[src/core/port_ctrl_pkg.sv]
// shared constants for the per-port ingress and egress control bank
`default_nettype none
package port_ctrl_pkg;
  localparam int          num_ports    = 5;
  localparam int          addr_w       = 8;
  localparam int          data_w       = 8;
  localparam int          vid_w        = 12;
  localparam int          prio_w       = 2;
  localparam int          port_id_w    = 3;

  // register byte addresses, one per port
  localparam logic [7:0]  port1_ingress_egress_control_off = 8'h10;
  localparam logic [7:0]  port2_ingress_egress_control_off = 8'h20;
  localparam logic [7:0]  port3_ingress_egress_control_off = 8'h30;
  localparam logic [7:0]  port4_ingress_egress_control_off = 8'h40;
  localparam logic [7:0]  port5_ingress_egress_control_off = 8'h50;

  // field positions, identical in every port register
  localparam int          storm_en_bit     = 7;
  localparam int          diffserv_en_bit  = 6;
  localparam int          dot1p_en_bit     = 5;
  localparam int          port_prio_hi     = 4;
  localparam int          port_prio_lo     = 3;
  localparam int          tag_insert_bit   = 2;
  localparam int          tag_remove_bit   = 1;
  localparam int          queue_split_bit  = 0;

  localparam logic [7:0]  ctrl_reset_val   = 8'h00;
  localparam logic [7:0]  unmapped_rd_val  = 8'h00;

  // queue split selection seen by the output scheduler
  localparam logic [1:0]  queue_one        = 2'h0;
  localparam logic [1:0]  queue_two        = 2'h1;
  localparam logic [1:0]  queue_four       = 2'h3;
endpackage
`default_nettype wire

[src/core/prio_resolve.sv]
// ingress priority resolution for one frame from one port's control byte
`timescale 1ns/1ps
`default_nettype none
module prio_resolve
  import port_ctrl_pkg::*;
(
  input  wire logic [port_ctrl_pkg::data_w-1:0] ctrl,
  input  wire logic                             dscp_hit,
  input  wire logic [port_ctrl_pkg::prio_w-1:0] dscp_prio,
  input  wire logic                             dot1p_hit,
  input  wire logic [port_ctrl_pkg::prio_w-1:0] dot1p_prio,
  output logic      [port_ctrl_pkg::prio_w-1:0] prio
);
  import port_ctrl_pkg::*;

  logic                dscp_use;
  logic                dot1p_use;
  logic [prio_w-1:0]   dscp_part;
  logic [prio_w-1:0]   dot1p_part;

  // a classifier only counts when enabled and it found a priority
  assign dscp_use   = ctrl[diffserv_en_bit] & dscp_hit;
  assign dot1p_use  = ctrl[dot1p_en_bit] & dot1p_hit;
  assign dscp_part  = dscp_use ? dscp_prio : '0;
  assign dot1p_part = dot1p_use ? dot1p_prio : '0;

  always_comb
  begin
    if (dscp_use || dot1p_use)
    begin
      prio = dscp_part | dot1p_part;
    end
    else
    begin
      prio = ctrl[port_prio_hi:port_prio_lo];
    end
  end
endmodule // prio_resolve
`default_nettype wire

[src/core/port_ingress_priority_tag_control.sv]
// per-port control register bank with ingress priority and egress tag logic
//
// Contract
// five identical 8-bit port registers, 0x10..0x50
// bit 7 enables broadcast storm protection
// bit 6 enables DiffServ priority classification
// bit 5 enables 802.1p priority classification
// bits 4:3 give fallback port priority queue
// OR of 802.1p and DSCP overrides port
// bit 2 inserts tag on untagged egress frames
// tagged frames untouched; ingress port VID inserted
// bit 1 strips tag from tagged egress frames
// untagged frames pass unmodified under removal
// bit 0 with outer bit selects queues
// default VIDs come in, go to egress
`timescale 1ns/1ps
`default_nettype none
module port_ingress_priority_tag_control
  import port_ctrl_pkg::*;
#(
  parameter int nports = port_ctrl_pkg::num_ports
)
(
  input  wire logic                                    mclk,
  input  wire logic                                    rst_b,
  input  wire logic [port_ctrl_pkg::addr_w-1:0]        reg_addr,
  input  wire logic                                    reg_wr,
  input  wire logic                                    reg_rd,
  input  wire logic [port_ctrl_pkg::data_w-1:0]        reg_wdata,
  output logic      [port_ctrl_pkg::data_w-1:0]        reg_rdata,
  output logic                                         reg_rvalid,
  input  wire logic [nports*port_ctrl_pkg::vid_w-1:0]  port_vid,
  input  wire logic [nports-1:0]                       split_hi,
  output logic      [nports-1:0]                       storm_en,
  output logic      [2*nports-1:0]                     queue_sel,
  input  wire logic                                    cls_req,
  input  wire logic [port_ctrl_pkg::port_id_w-1:0]     cls_port,
  input  wire logic                                    cls_dscp_hit,
  input  wire logic [port_ctrl_pkg::prio_w-1:0]        cls_dscp_prio,
  input  wire logic                                    cls_dot1p_hit,
  input  wire logic [port_ctrl_pkg::prio_w-1:0]        cls_dot1p_prio,
  output logic                                         cls_ack,
  output logic      [port_ctrl_pkg::prio_w-1:0]        cls_prio,
  input  wire logic                                    eg_req,
  input  wire logic [port_ctrl_pkg::port_id_w-1:0]     eg_in_port,
  input  wire logic [port_ctrl_pkg::port_id_w-1:0]     eg_out_port,
  input  wire logic                                    eg_rx_tagged,
  output logic                                         eg_ack,
  output logic                                         eg_insert,
  output logic                                         eg_remove,
  output logic      [port_ctrl_pkg::vid_w-1:0]         eg_vid
);
  import port_ctrl_pkg::*;

  // the decoder knows only the five mapped offsets
  if (nports != num_ports)
  begin : g_bad_nports
    $error("port count must match the mapped registers");
  end

  // port numbers 1..nports must fit the request port fields
  if ((1 << port_id_w) <= nports)
  begin : g_bad_port_id_w
    $error("port number field too narrow");
  end

  // field positions reach bit 7 of each register
  if (data_w <= storm_en_bit)
  begin : g_bad_data_w
    $error("register narrower than its fields");
  end

  logic [data_w-1:0]    ctrl_ff [nports];
  logic [data_w-1:0]    reg_rdata_ff;
  logic                 reg_rvalid_ff;
  logic                 cls_ack_ff;
  logic [prio_w-1:0]    cls_prio_ff;
  logic                 eg_ack_ff;
  logic                 eg_insert_ff;
  logic                 eg_remove_ff;
  logic [vid_w-1:0]     eg_vid_ff;
  logic [data_w-1:0]    cls_ctrl;
  logic [prio_w-1:0]    nxt_cls_prio;
  logic                 wr_hit;
  logic [2:0]           wr_idx;
  logic                 rd_hit;
  logic [2:0]           rd_idx;
  logic                 cls_ok;
  logic [2:0]           cls_idx;
  logic                 eg_in_ok;
  logic [2:0]           eg_in_idx;
  logic                 eg_out_ok;
  logic [2:0]           eg_out_idx;
  logic                 cls_take;
  logic                 eg_take;

  // register address to port index; offsets sit on 0x10 boundaries
  function automatic logic addr_hit(input logic [addr_w-1:0] a);
    addr_hit = (a == port1_ingress_egress_control_off) ||
               (a == port2_ingress_egress_control_off) ||
               (a == port3_ingress_egress_control_off) ||
               (a == port4_ingress_egress_control_off) ||
               (a == port5_ingress_egress_control_off);
  endfunction

  // index is only trusted after addr_hit, so other addresses do no harm
  function automatic logic [2:0] addr_idx(input logic [addr_w-1:0] a);
    addr_idx = 3'(a[7:4] - 4'h1);
  endfunction

  // ports are numbered 1..5 on the frame interfaces
  function automatic logic port_ok(input logic [port_id_w-1:0] p);
    port_ok = (p != 3'h0) && (32'(p) <= nports);
  endfunction

  function automatic logic [2:0] port_idx(input logic [port_id_w-1:0] p);
    port_idx = 3'(p - 3'h1);
  endfunction

  assign wr_hit     = addr_hit(reg_addr);
  assign wr_idx     = addr_idx(reg_addr);
  assign rd_hit     = addr_hit(reg_addr);
  assign rd_idx     = addr_idx(reg_addr);
  assign cls_ok     = port_ok(cls_port);
  assign cls_idx    = port_idx(cls_port);
  assign eg_in_ok   = port_ok(eg_in_port);
  assign eg_in_idx  = port_idx(eg_in_port);
  assign eg_out_ok  = port_ok(eg_out_port);
  assign eg_out_idx = port_idx(eg_out_port);
  // a request with a bad port number is dropped with no answer
  assign cls_take   = cls_req && cls_ok;
  assign eg_take    = eg_req && eg_in_ok && eg_out_ok;

  // register storage; writes to unmapped addresses are dropped
  always_ff @(posedge mclk or negedge rst_b)
  begin
    if (!rst_b)
    begin
      for (int i = 0; i < nports; i++)
        ctrl_ff[i] <= ctrl_reset_val;
    end
    else if (reg_wr && wr_hit)
    begin
      ctrl_ff[wr_idx] <= reg_wdata;
    end
  end

  // read answer is a one-cycle pulse one clock after the strobe
  always_ff @(posedge mclk or negedge rst_b)
  begin
    if (!rst_b)
    begin
      reg_rvalid_ff <= 1'b0;
    end
    else
    begin
      reg_rvalid_ff <= reg_rd;
    end
  end

  // read data holds until the next read; unmapped reads give zero
  always_ff @(posedge mclk or negedge rst_b)
  begin
    if (!rst_b)
    begin
      reg_rdata_ff <= unmapped_rd_val;
    end
    else if (reg_rd)
    begin
      reg_rdata_ff <= rd_hit ? ctrl_ff[rd_idx] : unmapped_rd_val;
    end
  end

  // storm enables come straight from the register bits
  always_comb
  begin
    for (int i = 0; i < nports; i++)
    begin
      storm_en[i] = ctrl_ff[i][storm_en_bit];
    end
  end

  // queue split seen by the scheduler; reserved pairing 10 falls back
  // to one queue rather than guessing at four
  always_comb
  begin
    for (int i = 0; i < nports; i++)
    begin
      unique case ({split_hi[i], ctrl_ff[i][queue_split_bit]})
        2'b01:   queue_sel[2*i +: 2] = queue_two;
        2'b11:   queue_sel[2*i +: 2] = queue_four;
        default: queue_sel[2*i +: 2] = queue_one;
      endcase
    end
  end

  // a bad port reads as the reset value so the resolver stays defined
  assign cls_ctrl = cls_ok ? ctrl_ff[cls_idx] : ctrl_reset_val;

  // resolution is combinational ahead of the answer register
  prio_resolve u_prio_resolve (
    .ctrl       (cls_ctrl),
    .dscp_hit   (cls_dscp_hit),
    .dscp_prio  (cls_dscp_prio),
    .dot1p_hit  (cls_dot1p_hit),
    .dot1p_prio (cls_dot1p_prio),
    .prio       (nxt_cls_prio)
  );

  // ingress classification answer pulse
  always_ff @(posedge mclk or negedge rst_b)
  begin
    if (!rst_b)
    begin
      cls_ack_ff <= 1'b0;
    end
    else
    begin
      cls_ack_ff <= cls_take;
    end
  end

  // resolved queue holds until the next accepted request
  always_ff @(posedge mclk or negedge rst_b)
  begin
    if (!rst_b)
    begin
      cls_prio_ff <= '0;
    end
    else if (cls_take)
    begin
      cls_prio_ff <= nxt_cls_prio;
    end
  end

  // egress edits are keyed on the output port's register, while the
  // inserted VID follows the frame's ingress port
  always_ff @(posedge mclk or negedge rst_b)
  begin
    if (!rst_b)
    begin
      eg_ack_ff <= 1'b0;
    end
    else
    begin
      eg_ack_ff <= eg_take;
    end
  end

  // already tagged frames are never given a second tag
  always_ff @(posedge mclk or negedge rst_b)
  begin
    if (!rst_b)
    begin
      eg_insert_ff <= 1'b0;
    end
    else if (eg_take)
    begin
      eg_insert_ff <= ctrl_ff[eg_out_idx][tag_insert_bit] &&
                      !eg_rx_tagged;
    end
  end

  // untagged frames have nothing to strip and go out as they came
  always_ff @(posedge mclk or negedge rst_b)
  begin
    if (!rst_b)
    begin
      eg_remove_ff <= 1'b0;
    end
    else if (eg_take)
    begin
      eg_remove_ff <= ctrl_ff[eg_out_idx][tag_remove_bit] &&
                      eg_rx_tagged;
    end
  end

  // the VID is handed out even when no tag goes in; it only matters
  // while eg_insert is set
  always_ff @(posedge mclk or negedge rst_b)
  begin
    if (!rst_b)
    begin
      eg_vid_ff <= '0;
    end
    else if (eg_take)
    begin
      eg_vid_ff <= port_vid[eg_in_idx*vid_w +: vid_w];
    end
  end

  // outputs come straight from flip-flops, no logic after them
  assign reg_rdata  = reg_rdata_ff;
  assign reg_rvalid = reg_rvalid_ff;
  assign cls_ack    = cls_ack_ff;
  assign cls_prio   = cls_prio_ff;
  assign eg_ack     = eg_ack_ff;
  assign eg_insert  = eg_insert_ff;
  assign eg_remove  = eg_remove_ff;
  assign eg_vid     = eg_vid_ff;
endmodule // port_ingress_priority_tag_control
`default_nettype wire

[config.mk]
export PLATFORM = sky130hd
export DESIGN_NAME = port_ingress_priority_tag_control
export DESIGN_NICKNAME = d
export VERILOG_FILES = /design/src/core/port_ctrl_pkg.sv /design/src/core/prio_resolve.sv /design/src/core/port_ingress_priority_tag_control.sv
export SDC_FILE = /design/constraint.sdc
export NUM_CORES = 1
export LEC_CHECK = 0
export ABC_AREA = 1
export BUFFER_PORTS_ARGS = -buffer_cell sky130_fd_sc_hd__buf_2
export CAP_MARGIN = 20
export CORE_UTILIZATION = 51
export DETAILED_ROUTE_END_ITERATION = 10
export MAX_ROUTING_LAYER = met4
export PLACE_DENSITY = 0.83
export SYNTH_ARGS = -nofsm -noshare
export SYNTH_HDL_FRONTEND = slang
export SYNTH_SLANG_ARGS = --single-unit
[constraint.sdc]
create_clock -name mclk -period 1.4 [get_ports mclk]
set_clock_uncertainty 0.2 [all_clocks]
set_input_delay 0.21 -clock mclk [delete_from_list [all_inputs] [get_ports mclk]]
set_output_delay 0.21 -clock mclk [all_outputs]
set_load 0.005 [all_outputs]
* Word level (Yosys, flattened, before mapping)
Cells that the tools add are included.
W data, S select, Z words.
** Storage, ports and cells
- Logic and storage cells :: 88
- Bits in registers :: 67
- Input bits :: 103
- Output and inout port bits :: 42
** Operators by class
- Bitwise logic cells :: 6
- Add/subtract/negate cells :: 4
- Reduce and logical (&&, ||, !) cells :: 19
- Order comparisons :: 7
- Shift operators :: 1
- $mul :: 1
- Equal/unequal tests :: 15
- Muxes and demuxes :: 22
** Operators with widths (number)
- $bmux W8 S3 :: 3
- $shiftx A60 B8 Y12 :: 1
- $bwmux W40 :: 1
- $mux W8 :: 4
- $demux W8 S3 :: 1
- $mux W7 :: 3
- $pmux W2 S2 :: 5
- $eq A8 B6 Y1 const B :: 2
- $eq A8 B7 Y1 const B :: 2
- $ge A4 B4 Y1 const B :: 3
- $not A3 Y4 :: 3
- $sub A3 B1 Y3 const B :: 4
- $eq A2 B1 Y1 const B :: 5
- $eq A2 B2 Y1 const B :: 5
- $logic_and A1 B1 Y1 :: 10
- $le A3 B3 Y1 const B :: 3
- $reduce_bool A3 Y1 :: 3
- $eq A8 B5 Y1 const B :: 1
- $mux W2 :: 3
- $mux W3 :: 2
- $logic_or A1 B1 Y1 :: 5
- $mul A3 B2 Y5 const B :: 1
- $lt A4 B1 Y1 const B :: 1
- $and A1 B1 Y1 :: 2
- 2 further kinds :: 2

* Longest topological paths before layout
Gate-level depths: netlist of run 1.
- Depth after elaboration :: 10
- Depth in mapped cells :: 12
- Mapped depth without buffers :: 12

* Cells and area by module
Synthesis of run 1 repeated with hierarchy kept, for this count alone.
** Second synthesis, totals
- Cells, all modules :: 790
- Area, all modules :: 4952.2 um^2
** Modules (own cells, without submodules)
- port_ingress_priority_tag_control :: area an instance 4904.7 um^2, seq. area each 1676.6 um^2, cells each 780, times used 1
- prio_resolve :: area an instance 47.5 um^2, seq. area each 0.0 um^2, cells each 10, times used 1

* Worst setup path after synthesis of run 1
Ideal clock, no wire load.
- Path type :: input to register
- From :: input reg_addr[4] in the netlist's numbering
- To :: register ctrl_ff[14] in the netlist's numbering
- Path buffers :: 3
- Cell stages on the path :: 11
- Path slack :: -857 ps
- Library setup time :: 128 ps
- Arrival time :: 1929 ps
- Cell sequence :: inv_1 clkbuf_1 ha_1 buf_2 inv_1 nand2_4 nor2_1 nand3_2 buf_4 nand2_1 o21ai_0
** Between the ends
- Word-level cells in the longest chain between the ends :: 7
- Elaborated cells on any way between the ends :: 18
** RTL lines
- from (decl) :: RTL line port_ingress_priority_tag_control.sv:26 : input wire logic [port_ctrl_pkg::addr_w-1:0] reg_addr,
- $sub A3 B1 Y3 :: RTL line port_ingress_priority_tag_control.sv:108 : addr_idx = 3'(a[7:4] - 4'h1);
- $not A3 Y4 (implied by the code) :: RTL line port_ingress_priority_tag_control.sv:144 : ctrl_ff[wr_idx] <= reg_wdata;
- $ge A4 B4 Y1 (implied by the code) / $lt A4 B1 Y1 (equally long branches) :: RTL line port_ingress_priority_tag_control.sv:144
- $logic_and A1 B1 Y1 (implied by the code) :: RTL line port_ingress_priority_tag_control.sv:144
- $mux W8 (implied by the code) :: RTL line port_ingress_priority_tag_control.sv:144
- $demux W8 S3 :: RTL line port_ingress_priority_tag_control.sv:144
- $bwmux W40 :: RTL line port_ingress_priority_tag_control.sv:144
- to (signal, indexed assignment) :: RTL line port_ingress_priority_tag_control.sv:140 : ctrl_ff[i] <= ctrl_reset_val;
- to (signal, indexed assignment) :: RTL line port_ingress_priority_tag_control.sv:144
- to (decl) :: RTL line port_ingress_priority_tag_control.sv:73 : logic [data_w-1:0] ctrl_ff [nports];
Several ways; a longest one is shown, not always the timed one.
A chain may end at the register's enable or synchronous reset.

* Worst setup path in the final report of run 1
- From :: input reg_addr[4] in the netlist's numbering
- To :: register ctrl_ff[10] in the netlist's numbering
Same word-level chain as after synthesis.

==> reports/metrics.yaml, run 1 <==
global_routing:
  grt_start_max_net_pins: 68
  antenna_found_initial: 0
  grt-busiest-layer: "met2"
  grt_pass1_wl_um: 21290
  grt.met1_usage: 0.3776
  grtUsageTotal: 0.3274
  grt_pass1_vias: 4626
  overflow: 0
  grt_util_met3: 0.03366
  met2_usage: 0.5883
worst_setup_path:
  end_kind: "flip-flop"
  path_max_fanout: 8
  worst-setup-path-type: "in -> reg"
  arrival_ns: 1.60
  required_ns: 1.47
  crit_chain: "buf_8 > clkinvlp_4 > ha_4 > xor2_4 > inv_4 > nand2_4 > nor2_4 > nand3_4 > o21ai_0"
  cp_slowest_stage_delay_ns: 0.22
  slowest_stage: "ha_4"
  critPathLaunchType: "input pin"
final_layout:
  layout_commonest_cell: "buf_2"
  layout.nets: 878
  area_growth_pct: 47.40
  final_util: 0.7864
  antenna_cells: 0
  final_cell_mix: "buf_2, nor2_1, nand2_1"
  drive_gt1_frac: 0.4125
clock_tree:
  numClockSinks: 67
  cts_tree: "done"
  root_buffer: "clkbuf_8"
  cts-buffers-inserted: 9
  clk_pin_slew_ns: 0.07
  clock_latency_ns: 0.35
  clock_path_buffers: 2
  h-tree-depth: 3
die:
  die_x_um: 92.37
  die_area_um2: 8532
  die_h_um: 92.37
  io_pins: 145
  start_util: 0.5335
  core_um2: 7807
  rows: 32
routing:
  vias: 4830
  first_pass_iters: 6
  drcViolationCount: 0
  detail-route-antenna-nets: 0
  drtIter0Drc: 421
  post_drt_wl_per_cell_um: 15.79
  routed_wl_um: 13710
  vias_per_cell: 5.565
sta:
  setup_slack_ns: -0.1335
  grt_setup_unrepaired: "yes"
  drv_slew: 0
  finalSetupViolations: 53
  period_share: 1.095
  hold_viol: 0
  max_slew_margin: 0.7399
  tightest_slew_ns: 0.3901
  fin_crit_ns: 1.534
  hold_slack_ns: 0.01832
  timing.fmax_ghz: 0.6521
outcome:
  violations: "negative setup slack"
  status: "finished, violations left"
synthesis:
  yosysUniqueCellTypes: 36
  synth_area_per_cell_um2: 7.372
  synthesis.nets: 682
  yosysSeqAreaShare: 0.4025
  synth-seq-cells: 67
  ys_warn_count: 0
  syn_inst: 565
  synth_area_um2: 4165
min_path:
  hp-class: "in -> reg"
job:
  cap_violations: 0
pwr:
  pwr_density_cell_nw_per_um2: 844.9
  ir_worst_vdd_mv: 0.4583
  p_leak_nw: 2.992
placed_design:
  portBuffers: 144
  place_congestion: 0.8775
  hpwlAfterDp_um: 8777
[layer usage]
metal / up-vias / share of wire / wire, µm
li1: 2273 / - / -
met1: 2242 / 0.38 / 5223
met2: 270 / 0.52 / 7149
met3: 45 / 0.067 / 917
met4: 0 / 0.030 / 418
met5: - / 0 / 0
[cells by family (layout without fill, tap and decap cells)]
| logic type | after synthesis | after routing | share of synthesized area |
|---|---|---|---|
| XOR/XNOR | 3 | 3 | 0.01082 |
| flip-flops | 67 | 67 | 0.4025 |
| AND/OR/NAND/NOR | 262 | 265 | 0.2712 |
| multiplexers | 1 | 1 | 0.002403 |
| AO/OA/AOI/OAI | 134 | 134 | 0.1835 |
| adder cells (fa/ha/maj) | 14 | 14 | 0.04206 |
| buffers and inverters | 84 | 282 | 0.08741 |
[worst max-delay path: cells and delay by family]
family | cells | cell delay (ns)
compound gates | 1 | 0.22
xor+xnor | 1 | 0.17
fa+ha+maj | 1 | 0.22
buf+inv | 3 | 0.34
simple gates | 3 | 0.43
[area by class of cell]
class	instances	area [µm²]
clock buffers	11	151.4
clock inverters	5	37.54
fillers	558	1668
inverters	47	206.4
multi-input cells	417	2495
flip-flops and latches	67	1677
well taps	102	127.6
repair buffers	219	1445
[synthesized netlist by cell type]
cell type  count  area [µm²]
nand3_2        3       30.03
o21ai_2        8       70.07
dfrtp_1       67        1677
clkbuf_1      20       75.07
buf_4          6       45.04
o21ai_0       80       400.4
buf_1          2       7.510
nand4_1       13       81.33
inv_4          1       6.260
nand4_2        2       25.02
or2_2          2       12.51
nand3_1       28       140.1
inv_1         45       168.9
clkinv_1       1       3.750
o21ai_1        6       30.03
o211ai_1      10       75.07
a31oi_1       12       75.07
nand3b_1       2       15.01
buf_6          2       22.52
xor2_1         2       17.52
nor2_1        99       371.6
o22ai_1        8       50.05
ha_1          14       175.2
nor3_2         1       10.01
nor2_2         1       6.260
a21oi_4        1       16.27
nand2_4        1       11.26
o21bai_1       1       7.510
nand2_1      106       397.9
xor2_4         1       27.53
buf_2          7       35.03
nand2_2        2       12.51
mux2i_1        1       10.01
nor3_1         1       5.000
nor2_4         1       11.26
a21oi_1        8       40.04
[registers in the layout, indices dropped and copies added (netlist names)]
name	cells
ctrl_ff	35
eg_vid	12
reg_rdata	8
storm_en	5
cls_prio	2
cls_ack	1
eg_ack	1
eg_insert	1
eg_remove	1
reg_rvalid	1
[report_power, final]
group	switching [mW]	internal [mW]	total (mW)
registers	0.0983	2.08	2.18
clock network	0.785	0.742	1.53
logic	0.797	0.683	1.48
total	1.68	3.51	5.19
[worst paths after layout]
| kind | end | cells after the start | slack, ns | from |
|---|---|---|---|---|
| min reg2reg | eg_insert | 2 | 0.29 | eg_insert |
| max in group asynchronous | storm_en[2] | 3 | 0.49 | rst_b |
| max reg2reg | cls_prio[0] | 9 | 0 | ctrl_ff[6] |
| max | ctrl_ff[10] | 9 | -0.13 | reg_addr[4] |
| min in group asynchronous | reg_rdata[7] | 3 | 0.17 | rst_b |
| min | ctrl_ff[37] | 3 | 0.02 | reg_wdata[5] |
[through the flow]
step | setup slack [ns] | TNS [ns] | power (mW) | instances | area (µm²)
finish | -0.1335 | -3.998 | 5.187 | 868 | 6140
CTS | -0.06125 | -0.6696 | 5.063 | 861 | 5864
global placement | -0.4982 | -25.20 | 3.397 | 813 | 5239
detailed placement | -0.6335 | -29.79 | 3.443 | 813 | 5239
global route | -0.1854 | -6.939 | 5.432 | 868 | 6140
floorplan | -0.5525 | -27.66 | 2.900 | 565 | 4365
[repair_timing]
| item | 4_1_cts | 5_1_grt |
|---|---|---|
| hold endpoints to repair | 93 | 0 |
| buffers inserted | 10 | 7 |
| hold buffers | 19 | 0 |
| resized for setup | 40 | 77 |
| gates cloned | 3 | 1 |
| endpoints found under the setup margin | 55 | 66 |
| pin swaps | 21 | 44 |
No activity file was read; power rests on OpenSTA's default activity.
==> run 2: changes to the inputs <==
--- a/config.mk
+++ b/config.mk
@@ -11,7 +11,7 @@
 export CORE_UTILIZATION = 51
 export DETAILED_ROUTE_END_ITERATION = 10
 export MAX_ROUTING_LAYER = met4
-export PLACE_DENSITY = 0.83
+export PLACE_DENSITY = 0.93
 export SYNTH_ARGS = -nofsm -noshare
 export SYNTH_HDL_FRONTEND = slang
 export SYNTH_SLANG_ARGS = --single-unit
==> reports/metrics.yaml, run 2 (same netlist as run 1, synthesis figures left out) <==
outcome:
  status: "finished, violations left"
  violations: "negative setup slack"
final_layout:
  seq_area_um2: 1678
  final_util: 0.7952
  multi_input_area_um2: 2472
  final_cell_mix: "buf_2, nor2_1, nand2_1"
  layout.nets: 882
  layout_commonest_cell: "buf_2"
  regMostFlops: "ctrl_ff"
  area_growth_pct: 49.05
  drive_gt1_frac: 0.3953
  antenna_cells: 0
  largest_reg_flops: 35
  fillerInstances: 491
routing:
  post_drt_wl_per_cell_um: 18.02
  drcViolationCount: 0
  first_pass_iters: 5
  drtIter0Drc: 410
  routed_wl_um: 15700
  vias: 5168
  vias_per_cell: 5.933
  detail-route-antenna-nets: 0
placed_design:
  place_congestion: 0.8701
  portBuffers: 144
  dpl_worst_slack_ns: -0.5153
  hpwlAfterDp_um: 8918
sta:
  setup_slack_ns: -0.2773
  finalSetupViolations: 53
  drv_slew: 0
  grt_setup_unrepaired: "yes"
  max_slew_margin: 0.7395
  hold_viol: 0
  fin_crit_ns: 1.677
  tightest_slew_ns: 0.3908
  timing.fmax_ghz: 0.5962
  period_share: 1.198
pwr:
  pwr_density_cell_nw_per_um2: 866.1
  ir_worst_vdd_mv: 0.5547
  power_mw: 5.377
  p_leak_nw: 3.031
worst_setup_path:
  crit_top_cell: "buf_6"
  slowest_stage: "ha_4"
  cp_slowest_stage_delay_ns: 0.31
  end_kind: "flip-flop"
  path_max_fanout: 8
  arrival_ns: 1.70
  required_ns: 1.42
  worst-setup-path-type: "in -> reg"
  crit_chain: "buf_8 > clkinvlp_4 > buf_6 > ha_4 > inv_6 > nor2_4 > buf_6 > nand4_4 > nand2_2 > o21ai_1"
  critPathLaunchType: "input pin"
min_path:
  hp-class: "in -> reg"
clock_tree:
  clock_path_buffers: 2
  numClockSinks: 67
  cts_tree: "done"
  clk_pin_slew_ns: 0.08
  cts-buffers-inserted: 9
  clock_latency_ns: 0.34
  root_buffer: "clkbuf_8"
  h-tree-depth: 3
global_routing:
  grt_pass1_wl_um: 23160
  grt_pass1_vias: 4956
  grt_start_max_net_pins: 68
  grtUsageTotal: 0.3556
  overflow: 0
  antenna_found_initial: 0
die:
  die_area_um2: 8532
  die_x_um: 92.37
  rows: 32
  die_h_um: 92.37
  start_util: 0.5335
  io_pins: 145
  core_um2: 7807
job:
  cap_violations: 0
run 2: cell types whose count changed in the layout (fill, tap and decap cells not counted), moves of 3 or more:
| cell | delta |
|---|---|
| nand2_2 | -14 |
| o21ai_0 | +11 |
| nand2_1 | +10 |
| o21ai_2 | -8 |
| buf_6 | +4 |
| nand2_4 | +4 |
| o21ai_1 | -3 |
run 2: worst paths after layout:
| check | slack [ns] | to | from | cells after the start |
|---|---|---|---|---|
| worst max-delay path | -0.28 | ctrl_ff[28] | reg_addr[4] | 10 |
| worst min-delay path | 0.005 | ctrl_ff[2] | reg_wdata[2] | 3 |
| worst max register to register | -0.07 | cls_prio[1] | ctrl_ff[21] | 9 |
| worst min register to register | 0.29 | eg_remove | eg_remove | 2 |
| max in group asynchronous | 0.45 | ctrl_ff[0] | rst_b | 3 |
| min in group asynchronous | 0.22 | reg_rdata[0] | rst_b | 3 |
run 2: critical path, delay by kind of cell:
kind | cells | cell delay, ns
AND/OR/NAND/NOR | 3 | 0.53
buffers and inverters | 5 | 0.54
AO/OA/AOI/OAI | 1 | 0.10
adder cells (fa/ha/maj) | 1 | 0.31
run 2: report_power, final:
part           total (mW)  switching [mW]  internal [mW]
combinational        1.53           0.834          0.697
sequential           2.18           0.102           2.08
clock                1.66           0.751          0.911
run 2: area by class of cell:
| class | count | share of cell area |
|---|---|---|
| Clock buffer | 13 | 0.02559 |
| Clock inverter | 2 | 0.005643 |
| Inverter | 47 | 0.03406 |
| Multi-Input combinational cell | 416 | 0.3982 |
| Sequential cell | 67 | 0.2703 |
| Tap cell | 102 | 0.02056 |
| Timing Repair Buffer | 224 | 0.2457 |
run 2: through the flow:
stage / instances / setup TNS [ns] / hold slack (ns) / area [µm²]
after floorplan: 565 / -27.66 / -0.2856 / 4365
after global placement: 809 / -23.27 / 0.05879 / 5234
after detailed placement: 809 / -27.12 / 0.06314 / 5234
after CTS: 858 / -1.403 / 0.001260 / 5987
after global routing: 871 / -11.61 / 0.008079 / 6208
final: 871 / -9.619 / 0.005193 / 6208
run 2: layer usage:
layer  wire length [µm]  global-route usage
met3               1511             0.06158
met1               5551              0.3990
met4                826              0.1979
met5                  0                   -
met2               7808              0.6012
run 2: timing repair:
action,CTS,global route
pin swaps,16,27
setup endpoints to repair,51,60
resized for setup,64,40
gates cloned,4,0
endpoints found under the hold margin,85,0
hold buffers,18,0
setup buffers,12,13
